$ cat config.mk
export PLATFORM = sky130hd
export DESIGN_NAME = sils_steer
export DESIGN_NICKNAME = d
export VERILOG_FILES = /design/src/sils_pkg.sv /design/src/sils_steer.sv
export SDC_FILE = /design/constraint.sdc
export NUM_CORES = 1
export LEC_CHECK = 0
export ABC_AREA = 1
export BUFFER_PORTS_ARGS = -buffer_cell sky130_fd_sc_hd__buf_2
export CAP_MARGIN = 20
export CELL_PAD_IN_SITES_DETAIL_PLACEMENT = 1
export CELL_PAD_IN_SITES_GLOBAL_PLACEMENT = 2
export CORE_ASPECT_RATIO = 1.1
export CORE_UTILIZATION = 31
export CTS_CLUSTER_DIAMETER = 30
export CTS_CLUSTER_SIZE = 10
export DETAILED_ROUTE_END_ITERATION = 10
export PLACE_DENSITY = 0.77
export SETUP_SLACK_MARGIN = 0.1
export SYNTH_ARGS = -nofsm -noshare
export SYNTH_HDL_FRONTEND = slang
export SYNTH_SLANG_ARGS = --single-unit
$ cat constraint.sdc
create_clock -name i_clock -period 1.8 [get_ports i_clock]
set_input_delay 0.45 -clock i_clock [delete_from_list [all_inputs] [get_ports i_clock]]
set_output_delay 0.45 -clock i_clock [all_outputs]
set_load 0.05 [all_outputs]
$ cat src/sils_pkg.sv
// Package for the serial input line steering block: map register and stream types
package sils_pkg;
    // Input line map register
    localparam logic [7:0] SILS_MAP_OFFSET    = 8'h80;
    localparam logic [7:0] SILS_MAP_RESET     = 8'h00;
    localparam int         SILS_SEL2_LSB      = 6;
    localparam int         SILS_SEL1_LSB      = 4;
    localparam int         SILS_STEER_BIT     = 3;
    localparam int         SILS_LAST_LSB      = 0;
    // Line select encodings
    localparam logic [1:0] SILS_SEL_LINE0     = 2'h0;
    localparam logic [1:0] SILS_SEL_LINE1     = 2'h1;
    localparam logic [1:0] SILS_SEL_LINE2     = 2'h2;
    localparam logic [1:0] SILS_SEL_RESERVED  = 2'h3;
    // Serial lines, bits per word, descriptor ring
    localparam int         SILS_LINES         = 3;
    localparam logic [2:0] SILS_BIT_LAST      = 3'h7;
    localparam logic [4:0] SILS_RING_LAST     = 5'h1f;
    localparam logic [4:0] SILS_RING_STEP     = 5'h01;

    typedef logic [1:0] sils_sel_t;

    // One assembled byte for each engine pair
    typedef struct packed {
        logic [7:0] first;
        logic [7:0] second;
        logic       second_ok;
    } sils_word_t;

    // Control fields held in the map register
    typedef struct packed {
        sils_sel_t second_sel;
        sils_sel_t first_sel;
        logic      steer;
    } sils_ctrl_t;
endpackage

$ cat src/sils_steer.sv
// Serial input line steering: OR or per-line routing, last read line, descriptor ring index
//
// Overview of operation
// - Steering off: OR all three lines together.
// - Steering off: second engine pair unavailable.
// - Steering on: lines kept separate, no OR.
// - Bits 7:6 pick line for second pair.
// - Bits 5:4 pick line for first pair.
// - Steering off: first pair uses ORed lines.
// - Codec read updates last read line field.
// - Next descriptor index prefetched ahead of use.
// - Descriptor ring has 32 entries, wraps.
`timescale 1ns/1ns
`default_nettype none
module sils_steer
    import sils_pkg::*;
(
    // Clock and reset
    input  wire logic             i_clock,
    input  wire logic             i_rst_n,
    // Register port, single byte at a time
    input  wire logic             i_reg_wr,
    input  wire logic             i_reg_rd,
    input  wire logic [7:0]       i_reg_addr,
    input  wire logic [7:0]       i_reg_wdata,
    output logic      [7:0]       o_reg_rdata,
    // Link pins from the codecs
    input  wire logic             i_bit_clock,
    input  wire logic             i_frame_sync,
    input  wire logic [2:0]       i_serial_input_line,
    // Codec read completion from the slot decoder
    input  wire logic             i_read_done,
    input  wire logic [2:0]       i_read_tag,
    // Stream toward the input engines
    output logic                  o_valid,
    output sils_word_t            o_word,
    input  wire logic             i_ready,
    output logic                  o_overrun,
    // Descriptor ring position
    input  wire logic             i_desc_advance,
    output logic      [4:0]       o_cur_index,
    output logic      [4:0]       o_prefetch_index
);
    // Map register and last read line
    sils_ctrl_t ctrl_q;
    sils_sel_t  last_read_q;

    // Pin synchronisers and edge history
    logic [2:0] line_s1_q, line_s2_q;
    logic       bclk_s1_q, bclk_s2_q, bclk_s3_q;
    logic       sync_s1_q, sync_s2_q, sync_s3_q;

    // Shift registers and bit count
    logic [7:0] first_sh_q, second_sh_q;
    logic [2:0] bit_cnt_q;
    logic       steer_word_q;

    // Two-entry buffer: head drives the outputs
    sils_word_t head_q, tail_q;
    logic       head_ok_q, tail_ok_q;

    // Decode and selection
    wire        map_hit    = (i_reg_addr == SILS_MAP_OFFSET);
    wire        map_wr     = i_reg_wr && map_hit;
    wire        map_rd     = i_reg_rd && map_hit;
    wire        bit_edge   = bclk_s3_q && !bclk_s2_q;     // Sample on falling edge
    wire        frame_rise = sync_s2_q && !sync_s3_q;
    wire        or_bit     = |line_s2_q;
    wire        line_f     = (ctrl_q.first_sel == SILS_SEL_RESERVED) ? 1'b0 :
                             line_s2_q[ctrl_q.first_sel];
    wire        line_s     = (ctrl_q.second_sel == SILS_SEL_RESERVED) ? 1'b0 :
                             line_s2_q[ctrl_q.second_sel];
    wire        first_bit  = ctrl_q.steer ? line_f : or_bit;
    wire        second_bit = ctrl_q.steer && line_s;
    wire        word_end   = bit_edge && (bit_cnt_q == SILS_BIT_LAST);
    wire [7:0]  first_nx   = {first_sh_q[6:0], first_bit};
    wire [7:0]  second_nx  = {second_sh_q[6:0], second_bit};
    wire        pop        = head_ok_q && i_ready;
    wire        full       = head_ok_q && tail_ok_q && !pop;
    wire        push       = word_end && !full;
    sils_word_t push_word;
    assign push_word = '{first: first_nx, second: second_nx,
                         second_ok: steer_word_q};

    // Lowest tagged line carried the read data
    wire        tag_any    = |i_read_tag;
    wire [1:0]  tag_code   = i_read_tag[0] ? SILS_SEL_LINE0 :
                             i_read_tag[1] ? SILS_SEL_LINE1 : SILS_SEL_LINE2;

    // Pin synchronisers; the first stage feeds only the second
    always_ff @(posedge i_clock) begin
        line_s1_q <= i_serial_input_line;
        line_s2_q <= line_s1_q;
        bclk_s1_q <= i_bit_clock;
        bclk_s2_q <= bclk_s1_q;
        bclk_s3_q <= bclk_s2_q;
        sync_s1_q <= i_frame_sync;
        sync_s2_q <= sync_s1_q;
        sync_s3_q <= sync_s2_q;
    end

    // Map register and last read line
    always_ff @(posedge i_clock) begin
        if (!i_rst_n) begin
            ctrl_q      <= sils_ctrl_t'(SILS_MAP_RESET[7:SILS_STEER_BIT]);
            last_read_q <= SILS_MAP_RESET[SILS_LAST_LSB +: 2];
        end else begin
            if (map_wr) begin
                ctrl_q <= sils_ctrl_t'(i_reg_wdata[7:SILS_STEER_BIT]);
            end
            if (i_read_done && tag_any) begin
                last_read_q <= tag_code;
            end
        end
    end

    // Read data registered; bit 2 reads zero
    always_ff @(posedge i_clock) begin
        if (!i_rst_n) begin
            o_reg_rdata <= 8'h00;
        end else if (map_rd) begin
            o_reg_rdata <= {ctrl_q, 1'b0, last_read_q};
        end
    end

    // Bit assembly; frame start realigns the byte boundary
    always_ff @(posedge i_clock) begin
        if (!i_rst_n) begin
            first_sh_q   <= 8'h00;
            second_sh_q  <= 8'h00;
            bit_cnt_q    <= 3'h0;
            steer_word_q <= 1'b0;
        end else if (frame_rise) begin
            bit_cnt_q    <= 3'h0;
            steer_word_q <= ctrl_q.steer;
        end else if (bit_edge) begin
            first_sh_q  <= first_nx;
            second_sh_q <= second_nx;
            bit_cnt_q   <= bit_cnt_q + 3'h1;
            // Steer sampled per word for second_ok only; bit selection follows ctrl_q.steer on every bit
            if (word_end) begin
                steer_word_q <= ctrl_q.steer;
            end
        end
    end

    // Buffer: the link cannot be stalled, so a full buffer flags overrun
    always_ff @(posedge i_clock) begin
        if (!i_rst_n) begin
            head_q    <= '0;
            tail_q    <= '0;
            head_ok_q <= 1'b0;
            tail_ok_q <= 1'b0;
            o_overrun <= 1'b0;
        end else begin
            if (pop) begin
                head_q    <= tail_ok_q ? tail_q : push_word;
                head_ok_q <= tail_ok_q || push;
                tail_ok_q <= tail_ok_q && push;
                if (tail_ok_q && push) begin
                    tail_q <= push_word;
                end
            end else if (push) begin
                if (!head_ok_q) begin
                    head_q    <= push_word;
                    head_ok_q <= 1'b1;
                end else begin
                    tail_q    <= push_word;
                    tail_ok_q <= 1'b1;
                end
            end
            if (word_end && full) begin
                o_overrun <= 1'b1;
            end
        end
    end

    assign o_valid = head_ok_q;
    assign o_word  = head_q;

    // Descriptor ring; prefetch always points one entry ahead
    always_ff @(posedge i_clock) begin
        if (!i_rst_n) begin
            o_cur_index      <= 5'h00;
            o_prefetch_index <= SILS_RING_STEP;
        end else if (i_desc_advance) begin
            o_cur_index      <= o_prefetch_index;
            o_prefetch_index <= o_prefetch_index + SILS_RING_STEP;
        end
    end
endmodule // sils_steer
`default_nettype wire

**After elaboration in Yosys (flattened, before gate mapping)**

Cells that the tools add are included.

- Add/sub/neg operators: 2
- Order comparisons: 2
- Equality and inequality tests: 6
- Multiplexer cells: 25
- Bitwise gates (word level): 2
- Reductions and logical operators: 30

Operators by type and width:

| cell | count |
|---|---|
| $mux 17 | 8 |
| $logic_and 1x1->1 | 13 |
| $mux 1 | 13 |
| $eq 8x8->1 const B | 1 |
| $reduce_and 2->1 | 4 |
| $reduce_bool 2->1 | 4 |
| $lt 2x3->1 const B | 2 |
| $reduce_or 3->1 | 2 |
| $add 5x1->5 const B | 1 |
| $bmux 1 s2 | 2 |
| $eq 2x2->1 const B | 2 |
| $logic_not 1->1 | 4 |
| $mux 2 | 2 |
| $ne 2x1->1 const B | 2 |
| $add 3x1->3 const B | 1 |
| $eq 3x3->1 const B | 1 |
| $reduce_and 3->1 | 1 |
| $not 1->1 | 2 |
| $reduce_or 2->1 | 1 |
| $logic_or 1x1->1 | 1 |

- Bits in registers: 91
- Bits of input ports: 31
- Output and inout port bits: 37
- Logic and storage cells: 95

**Longest topological paths before layout**

Gate-level depths: netlist (run 1).

- Depth in word-level cells: 8
- Mapped depth: 8
- Depth with buffers taken out: 8

**Worst setup path after synthesis (run 1)**

No wires, ideal clock.

- Kind: register -> register
- Start: register head_ok_q, in the netlist o_valid
- End: register tail_q[10] (netlist name)
- Setup time: 113 ps
- Arrival time: 1598 ps
- Path slack: 89 ps
- Stages on the path, launching flop included: 9
- Path buffers: 1
- Clock period less this slack: 1711 ps
- Cells stage by stage: dfxtp_1 -> nand2_2 -> nand2_2 -> nand2_2 -> nor2_4 -> inv_4 -> buf_6 -> nor2_2 -> nor2_1

- Cells in the longest elaborated chain, start to end: 8
- Elaborated cells on any way between the ends: 12
- Classes of those cells: eq/ne: 1; mux: 1; reduce/logical: 10

Ends and longest elaborated chain:

| what | RTL line | source |
|---|---|---|
| from (decl) | sils_steer.sv:60 | `logic head_ok_q, tail_ok_q;` |
| from (signal assigned) | sils_steer.sv:158 | `head_ok_q <= tail_ok_q \|\| push;` |
| $logic_and 1x1->1 | sils_steer.sv:78 | `wire pop = head_ok_q && i_ready;` |
| $logic_not 1->1 | sils_steer.sv:79 | `wire full = head_ok_q && tail_ok_q && !pop;` |
| $logic_and 1x1->1 | sils_steer.sv:79 |  |
| $logic_not 1->1 | sils_steer.sv:80 | `wire push = word_end && !full;` |
| $logic_and 1x1->1 | sils_steer.sv:80 |  |
| $logic_and 1x1->1 | sils_steer.sv:160 | `if (tail_ok_q && push) begin` |
| $ne 2x1->1 (no source line) | n/a |  |
| $reduce_and 3->1 (no source line) | n/a |  |
| to (signal assigned) | sils_steer.sv:161 | `tail_q <= push_word;` |
| to (signal assigned) | sils_steer.sv:168 | `tail_q <= push_word;` |
| to (decl) | sils_steer.sv:59 | `sils_word_t head_q, tail_q;` |

Parallel ways exist; a longest one is shown, timed or not.
A chain may end at the register's enable or synchronous reset.

**Worst setup path after layout (run 1)**

- Start: register bit_cnt_q[0]
- End: register tail_q[1] (netlist name)

- Cells in the longest elaborated chain, start to end: 6
- Elaborated cells on any way between the ends: 7
- Classes of those cells: eq/ne: 2; reduce/logical: 5

Ends and longest elaborated chain:

| what | RTL line | source |
|---|---|---|
| from (decl) | sils_steer.sv:55 | `logic [2:0] bit_cnt_q;` |
| from (signal assigned) | sils_steer.sv:139 | `bit_cnt_q <= bit_cnt_q + 3'h1;` |
| $eq 3x3->1 (*) | sils_steer.sv:75 | `wire word_end = bit_edge && (bit_cnt_q == SILS_BIT_LAST);` |
| $logic_and 1x1->1 (*) | sils_steer.sv:75 |  |
| $logic_and 1x1->1 (*) | sils_steer.sv:80 |  |
| $logic_and 1x1->1 | sils_steer.sv:160 |  |
| $ne 2x1->1 (no source line) | n/a |  |
| $reduce_and 3->1 (no source line) (*) | n/a |  |

Mark *: on every way between the ends. The rest lies on a longest branch, timed or not.

==> results of run 1 <==
==> logic make-up (layout without fill, tap and decap cells) <==
group | after synthesis | after routing | synth area share [%]
simple gates | 195 | 195 | 23.7
compound gates | 113 | 113 | 16.2
flops | 91 | 91 | 51.1
buf+inv | 62 | 130 | 7.52
fa+ha+maj | 3 | 3 | 1.05
other cells | 1 | 1 | 0.105
xor+xnor | 1 | 1 | 0.246
==> registers in the layout (all words and copies together), names as in the netlist, 2 cells and up <==
signal	count
first_sh_q	7
tail_q	17
bit_cnt_q	3
line_s2_q	3
ctrl_q	5
second_sh_q	7
o_word	17
line_s1_q	3
o_cur_index	5
o_reg_rdata	7
o_prefetch_index	5
last_read_q	2
==> power breakdown <==
group | switching [mW] | internal (mW) | leakage (nW)
Sequential | 0.0354 | 2.06 | 0.742
Clock | 0.792 | 1.07 | 0.134
Combinational | 0.169 | 0.0860 | 1.10
==> per-stage QoR <==
stage / power [mW] / utilization [%]
after floorplan: 2.31 / -
after global placement: 2.39 / 36.5
after detailed placement: 2.40 / 36.5
after CTS: 4.29 / 39.1
after global routing: 4.40 / 39.1
final: 4.22 / 39.1
==> cells in the final DEF (no fill, tap or decap), drive strengths merged <==
cell,netlist,final
nand3b,10,10
inv,40,41
dfxtp,91,91
a21oi,40,40
a211oi,2,2
clkinvlp,0,3
nand2,69,69
o21ai,68,68
conb,1,1
nand4,3,3
nand3,13,13
bufinv,0,1
nor2,95,95
buf,10,74
a31oi,1,1
nor2b,1,1
xor2,1,1
ha,3,3
clkbuf,11,9
o21a,2,2
clkinv,1,2
nor3,4,4
==> synthesized netlist by cell type <==
cell type                  instances
sky130_fd_sc_hd__o21ai_1          24
sky130_fd_sc_hd__buf_6             2
sky130_fd_sc_hd__nand3b_1         10
sky130_fd_sc_hd__nor2_2           10
sky130_fd_sc_hd__nand4_1           3
sky130_fd_sc_hd__o21a_1            2
sky130_fd_sc_hd__clkbuf_2          1
sky130_fd_sc_hd__nor2_1           84
sky130_fd_sc_hd__o21ai_0          44
sky130_fd_sc_hd__buf_4             3
sky130_fd_sc_hd__inv_2             2
sky130_fd_sc_hd__a31oi_1           1
sky130_fd_sc_hd__nand3_2           1
sky130_fd_sc_hd__conb_1            1
sky130_fd_sc_hd__clkinv_1          1
sky130_fd_sc_hd__dfxtp_1          91
sky130_fd_sc_hd__clkbuf_1         10
sky130_fd_sc_hd__a21oi_1          40
sky130_fd_sc_hd__nand2_2           3
sky130_fd_sc_hd__nand2_1          66
sky130_fd_sc_hd__nand3_1          12
sky130_fd_sc_hd__a211oi_1          2
sky130_fd_sc_hd__inv_4             1
sky130_fd_sc_hd__ha_1              3
sky130_fd_sc_hd__buf_1             1
sky130_fd_sc_hd__inv_1            37
sky130_fd_sc_hd__xor2_1            1
sky130_fd_sc_hd__nor2b_1           1
sky130_fd_sc_hd__nor2_4            1
sky130_fd_sc_hd__buf_2             4
sky130_fd_sc_hd__nor3_1            4
==> worst max path at each step <==
stage                     cells past startpoint    startpoint  slack (ps)             endpoint
after floorplan                               8  bit_cnt_q[0]         320           tail_q[10]
after global routing                          7  bit_cnt_q[0]         100            tail_q[1]
after CTS                                     7  bit_cnt_q[0]         180            tail_q[1]
after detailed placement                      4       i_rst_n         190  o_prefetch_index[0]
after global placement                        5       i_rst_n         210         bit_cnt_q[1]
final                                         7  bit_cnt_q[0]         240            tail_q[1]
==> cell type report <==
class / instances / share of cell area (%)
inverters: 41 / 3.62
well taps: 147 / 4.25
clock inverters: 6 / 1.53
multi-input cells: 313 / 34.0
repair buffers: 74 / 9.20
clock buffers: 9 / 5.21
flip-flops and latches: 91 / 42.1
==> per-layer routing <==
layer  GRT usage, %  wire [um]  share of wire (%)
met5              0          0                  0
met3           3.47        258                2.9
met2           28.6       4360                 50
met4           6.29        109                1.2
met1           17.8       4040                 46
==> worst max-delay path, delay by kind of cell (launching register included) <==
kind                     cells  cell delay [ps]
AND/OR/NAND/NOR              4              590
flip-flops                   1              360
adder cells (fa/ha/maj)      2              340
buffers and inverters        1              160
==> results.txt, run 1 <==
The H-tree was split into 3 levels. The leakage power total is around 2.0 nW. The area of the multi-input gates is 0.00147 sq mm. The fill cell total of the finished layout came out at between 1000 and 1500. The aggregate global routing overflow is 0. The number of buffers inserted by port buffering is 63.

Measured along the y axis, the die boundary spans 114 um. Counting distinct cell types in the post-synthesis netlist gives 31. On the critical path, the stage with the largest delay is an instance of sky130_fd_sc_hd__dfxtp_1. The share of the Yosys chip area taken by registers is 51.1%.

The tool flagged a number of max-cap violations equal to 0. The hold slack is between 200 and 250 ps. The clock skew after layout came out at 6.11 ps.

The total placed cells including tap cells came out at 666. For this run, the slowest stage of the critical path takes between 300 and 400 ps. The average instance area after synthesis is approximately 7.6 sq um. 0 antenna diodes ended up in the layout. The average wire per standard cell came out at between 10 and 15 um. The first-pass GRT wire length is 15.1 mm.

The detailed-router iteration count before antenna repair came out at 4. In the synthesized netlist, the number of instances is about 470. The initialized floorplan defines 40 standard-cell rows. The end of the worst hold path is sync_s1_q. Traced cell by cell, the critical path runs through ha_1 > ha_1 > nand4_1 > nor2_4 > inv_4 > nor2_1 > nor2_1. The HPWL after detailed placement is ~6 mm. After synthesis, the cell types taking the most area are sky130_fd_sc_hd__dfxtp_1, sky130_fd_sc_hd__nor2_1, sky130_fd_sc_hd__nand2_1, sky130_fd_sc_hd__o21ai_0, sky130_fd_sc_hd__a21oi_1. At the end of routability-driven placement, the weighted congestion stood at about 0.76. The hold buffer count at cts is 0. The total via count in the routed design came out at ~3200. The min-delay analysis places its worst path in the category input port to register. The detailed-route DRC error count came out at 0.

Once detail routing completed, the nets flagged for antenna violations numbered 0. The floorplan step defined a die boundary enclosing 0.0119 sq mm. The area growth from synthesis to layout came out at 21.4%. The kind of end point of the critical path is a register. The number of register bits inferred by synthesis came out at approximately 90. Of the available clock period, the critical path in the final layout requires 86.9%. The number of synthesis warnings came out at 0. Along the worst path, the maximum fanout reaches 18. The maximum root-to-sink buffer count is 2. The number of clock sinks seen by CTS is between 90 and 100. The reg-to-reg setup timing slack came out at ~240 ps. The register area came out at between 0.0015 and 0.002 sq mm.

Setup repair after global routing left no endpoint under its margin. The final hold violation count was 0. The total track usage came out at 15.7%. The number of gates resized after CTS was 0. The type of the worst setup path is register to register. The flow ran to the end, and the final reports show no timing, DRC or antenna violations. The total standard cell area after synthesis is approximately 0.0036 sq mm. The depth of the most critical reg-to-reg path is 7. At the placement stage, the worst setup path has a slack of roughly 190 ps.

The maximum ir drop on the vdd rail came out at about 410 uV. The final cell count without fillers is a little under 700. The proportion of netlist area held by the largest area contributor came out at 51.1%. The area of the core came out at 0.0111 sq mm. The number of global-route vias before repair is 3216. The routed wire length is about 8.8 mm.

In the routed layout, each cell is associated on average with a via count of 4.63. The signal arrival time at the worst endpoint came out at around 1800 ps. Once layout is done, the placed cells without fillers occupy about 0.0043 sq mm. The power density normalized to cell area came out at a little under 1000 mW/mm^2. The post-route worst setup slack is around 240 ps. The initial antenna violation count is 0.

The number of setup violations in the final report is 0. The final net count is ~560. The proportion of layout cells with a drive suffix above 1 is 20.2%. The clock insertion delay at the later pin of the skew report is around 340 ps.

When the netlist entered floorplanning its net count stood at 500. The worst setup path is launched from a register. The startpoint of the worst register-to-register path is bit_cnt_q[0]. For this run, the top clock speed supported by timing is approximately 640 MHz.

The number of pins with negative max-slew slack in the final report came to 0. The number of DRC markers in iteration 0 came out at 69. For this configuration, the core starts out at a cell density of roughly 32%. TritonCTS built the clock tree. For the final routed database, the setup TNS stands at 0 ps.

The top-level I/O count is about 70. Clock tree synthesis selected as its root buffer the cell sky130_fd_sc_hd__clkbuf_16. The number of cells traversed by the worst hold path came out at 1.

The clock transition at the registers of the reported paths is roughly 70 ps. The TritonCTS buffer count is 9. The required time of the worst setup path is between 2000 and 2500 ps.

The worst register-to-register path ends at tail_q[1]. Summing all placed instances gives a cell area of a little over 0.004 sq mm. In this run the horizontal extent of the chip is approximately 100 um. The largest total area in the synthesized netlist belongs to sky130_fd_sc_hd__dfxtp_1.

The post-route minimum period came out at between 1500 and 2000 ps. The post-CTS setup buffer count came out at 0. The worst hold path begins at i_frame_sync. The pin count of the biggest net entering global routing is 28.
(Power assumes the default switching activity.)
==> inputs of run 2 (changes only) <==
--- a/config.mk
+++ b/config.mk
@@ -5,13 +5,12 @@
 export SDC_FILE = /design/constraint.sdc
 export NUM_CORES = 1
 export LEC_CHECK = 0
-export ABC_AREA = 1
 export BUFFER_PORTS_ARGS = -buffer_cell sky130_fd_sc_hd__buf_2
 export CAP_MARGIN = 20
 export CELL_PAD_IN_SITES_DETAIL_PLACEMENT = 1
 export CELL_PAD_IN_SITES_GLOBAL_PLACEMENT = 2
 export CORE_ASPECT_RATIO = 1.1
-export CORE_UTILIZATION = 31
+export CORE_UTILIZATION = 34
 export CTS_CLUSTER_DIAMETER = 30
 export CTS_CLUSTER_SIZE = 10
 export DETAILED_ROUTE_END_ITERATION = 10
==> run 2 against run 1 <==
  * Fmax is 5.8% lower
  * Sequential cell count stayed put
  * Count of clock-buffer cells in the layout is 1 higher
  * Hold slack better by 8.3 ps
  * Sequential power hardly changed
  * Combinational power is 17% lower
  * Utilization is 5.1 points higher
  * Global-route usage is 0.33 points lower
  * Sequential share of layout area is 2.4 points lower
  * Synthesized cell count is 24% lower
==> results.txt, run 2 <==
The flow ran to the end, and the final reports show no timing, DRC or antenna violations. The clock passes through at most 2 buffers. On the final layout, the worst hold slack is ~220 ps. Leaving out fill and tap cells, the most frequent cell in the layout is sky130_fd_sc_hd__dfxtp_1. TritonCTS built the clock tree.

The worst setup path is launched from a register. The combinational share of power is about 5%. With fillers left out, the area of the finished cells amounts to roughly 0.0046 sq mm.

The total track usage is around 15%. The number of inserted diodes came out at 0. The final hold violation count came out at 0. The clock transition at the registers of the reported paths came out at ~60 ps. In the synthesized netlist, the number of instances is ~350. In this run the worst setup path begins at bit_cnt_q[1]. The transition time at the pin with the least slew margin came out at between 600 and 700 ps. The starting density of the core came out at 34.8%. The width of the chip is roughly 100 um. The first routing iteration left 74 violations. The final net count came out at roughly 460.

For this design, the sink count on the clock tree is 91. The number of register bits inferred by synthesis came out at approximately 90. Net switching is between 20% and 30% of the power.

Across the run, the number of max-cap violations was 0. The power density normalized to cell area came out at about 920 mW/mm^2. The clock insertion delay at the later pin of the skew report is around 330 ps.

The area of the die came out at 0.0111 sq mm. The library cell used as clock root buffer is sky130_fd_sc_hd__clkbuf_16. STA classifies the critical path endpoint as a register. The area growth from synthesis to layout came out at 27.0%. Clock skew on the completed layout was measured at 3.77 ps. The total via count in the routed design came out at 2699. In the post-synthesis netlist, the biggest area contributors are sky130_fd_sc_hd__dfxtp_1, sky130_fd_sc_hd__mux2i_1, sky130_fd_sc_hd__nor2b_1, sky130_fd_sc_hd__nand2_1, sky130_fd_sc_hd__o211a_1.

Sequential cells were found to cover 50.3% of the synthesized design area. The first-pass GRT wire length came out at 13.1 mm. The total standard cell area after synthesis came out at between 0.003 and 0.004 sq mm.

The number of unique standard cell types used by synthesis is 37. The hold buffer count at cts is 0. The depth of the most critical reg-to-reg path is 8. By count the netlist is led by sky130_fd_sc_hd__dfxtp_1, sky130_fd_sc_hd__nand2_1, sky130_fd_sc_hd__mux2i_1, sky130_fd_sc_hd__nor2b_1. The number of pins with negative max-slew slack in the final report came out at 0.

The detailed-router iteration count before antenna repair came out at 4. The number of synthesis warnings is 0. The pin count of the biggest net entering global routing is 29.

The region available for standard cell placement spans 0.0104 sq mm. The worst reg2reg path endpoint is tail_q[4]. The die is between 100 and 150 um tall.

The proportion of layout cells with a drive suffix above 1 came out at between 20% and 30%. After routing, the total negative slack on setup checks comes to 0 ps. In this run the tightest slew margin relative to its limit is approximately 58%. The critical path capture point is tail_q[4]. Setup repair after global routing could not meet its margin everywhere.

The internal power contribution came out at 3.34 mW. The number of nets still failing antenna checks after routing came out at 0. The number of buffers inserted by port buffering came out at 63. The half-perimeter wire length of the detailed placement result came out at ~5.3 mm. The share of total power dissipated in the clock network is 46.1%. Dividing the final minimum period by the clock period gives around 92%. The TritonCTS buffer count came out at 9. Yosys instantiated no cell more often than sky130_fd_sc_hd__dfxtp_1.

The min-delay analysis places its worst path in the category input port to register. The number of global-route vias before repair came out at 2723. The worst path needs 1660 ps of the cycle, external delays included. The net switching power came out at around 900 uW. The async set or reset register ratio after synthesis is 0%. The reg-to-reg setup timing slack is 140 ps. The finished layout holds approximately 570 standard cells, fillers aside. The number of synthesized flops with an enable pin is 0. Static timing analysis puts the maximum clock frequency at about 600 MHz. The top cell types in the final layout, fill and taps aside, are sky130_fd_sc_hd__dfxtp_1, sky130_fd_sc_hd__buf_2, sky130_fd_sc_hd__nand2_1. The fill cell total of the finished layout is between 1000 and 1500. The fraction of power consumed by sequential logic is between 40% and 50%. At the end of routability-driven placement, the weighted congestion stood at between 0.6 and 0.7.

The net count after synthesis came out at 386. The signal arrival time at the worst endpoint is between 1500 and 2000 ps. By startpoint and endpoint, the worst setup path is classified as register to register. The most used flip-flop cell after synthesis is sky130_fd_sc_hd__dfxtp_1. Dividing the detail-routed wire length by the instance count gives about 14 um. sky130_fd_sc_hd__dfxtp_1 takes more of the synthesized area than any other cell.

The placed standard-cell area is between 0.004 and 0.005 sq mm. The worst register-to-register path begins at bit_cnt_q[1]. In the routed layout, each cell is associated on average with a via count of ~4.7. In this run the count of I/O pins placed on the die edge is between 60 and 70. The aggregate global routing overflow is 0. The number of setup violations in the final report is 0. The leakage power total is 2.17 nW. Across the VDD grid, the largest voltage drop is about 430 uV.

The detailed-route DRC error count is 0. The required time of the worst setup path is 2020 ps. The proportion of netlist area held by the largest area contributor is 50.3%. The total number of H-tree levels came out at 3. The maximum net fanout on the critical path came out at 5. The routed wire length came out at roughly 8.0 mm.

The average instance area after synthesis is 10.3 sq um. The initial antenna violation count is 0. Summing internal, switching and leakage power gives 4.24 mW. The floorplan row count is 39.

The total placed cells including tap cells is between 500 and 600.
## run 2: changes by cell type after synthesis, sizes merged, moves of 6 or more
| cell | change |
|---|---|
| nor2 | -90 |
| o21ai | -59 |
| mux2i | +53 |
| a21oi | -39 |
| inv | -38 |
| nor2b | +35 |
| a21boi | +15 |
| nand2 | -15 |
| o211a | +15 |
| nand3 | -6 |
| nand3b | -6 |
## run 2: per-layer routing
metal  up-vias  wire, um  track usage (%)
met3         6       290             4.22
met4         0        85             4.97
met5         -         0                0
met2        45      3800             26.5
met1      1303      3860             18.6
li1       1345         -                -
## run 2: worst min path at each step
stage | from | end | slack, ps | cells past startpoint
6_report | i_serial_input_line[2] | line_s1_q[2] | 220 | 1
5_1_grt | i_serial_input_line[0] | line_s1_q[0] | 200 | 1
4_1_cts | i_serial_input_line[1] | line_s1_q[1] | 200 | 1
3_5_place_dp | line_s1_q[1] | line_s2_q[1] | 310 | 0
3_3_place_gp | bclk_s1_q | bclk_s2_q | 310 | 0
2_1_floorplan | bclk_s1_q | bclk_s2_q | 310 | 0
## run 2: critical path: stages (launching register included)
cell                       delay [ps]
sky130_fd_sc_hd__dfxtp_2          350
sky130_fd_sc_hd__ha_4             140
sky130_fd_sc_hd__ha_4             130
sky130_fd_sc_hd__nand3b_4         110
sky130_fd_sc_hd__nor3b_4          250
sky130_fd_sc_hd__buf_6            160
sky130_fd_sc_hd__buf_12           120
sky130_fd_sc_hd__mux2i_1          210
sky130_fd_sc_hd__nor2b_1           70
## run 2: repair_timing
action / in CTS / in global routing
gates cloned: 2 / 1
pin swaps: 0 / 4
setup buffers: 6 / 3
setup endpoints to repair: 20 / 25
gates resized for setup: 8 / 5
## run 2: kinds of logic (layout without fill, tap and decap cells)
kind of cell,after synthesis,count (layout),synth area share [%]
other,1,1,0.104
multiplexers,53,53,14.7
flip-flops,91,91,50.3
XOR/XNOR,6,6,1.45
AND/OR/NAND/NOR,122,122,17.6
AO/OA/AOI/OAI,50,50,10.6
adder cells (fa/ha/maj),3,3,1.04
buffers and inverters,26,102,4.25
## run 2: through the flow
stage          setup slack (ps)  utilization [%]
2_1_floorplan               203                -
3_3_place_gp               73.8             39.3
3_5_place_dp               52.8             39.3
4_1_cts                    80.3             43.7
5_1_grt                    67.5             44.2
6_report                    140             44.2
## run 2: power by group through the flow
| stage | Combinational [mW] | Clock (mW) | Sequential, mW |
|---|---|---|---|
| after floorplan | 0.110 | 0 | 2.15 |
| after global placement | 0.210 | 0 | 2.11 |
| after detailed placement | 0.214 | 0 | 2.12 |
| after CTS | 0.216 | 2.02 | 2.07 |
| after global routing | 0.235 | 2.11 | 2.07 |
| final | 0.212 | 1.95 | 2.07 |
## run 2: area by class of cell
type                    count  area [sq um]  share of cell area (%)
clock buffers              10           229                    4.98
clock inverters             6          80.1                    1.74
flip-flops and latches     91          1830                    39.7
multi-input cells         235          1690                    36.9
repair buffers             84           581                    12.6
inverters                   2          7.51                   0.163
well taps                 143           179                    3.89
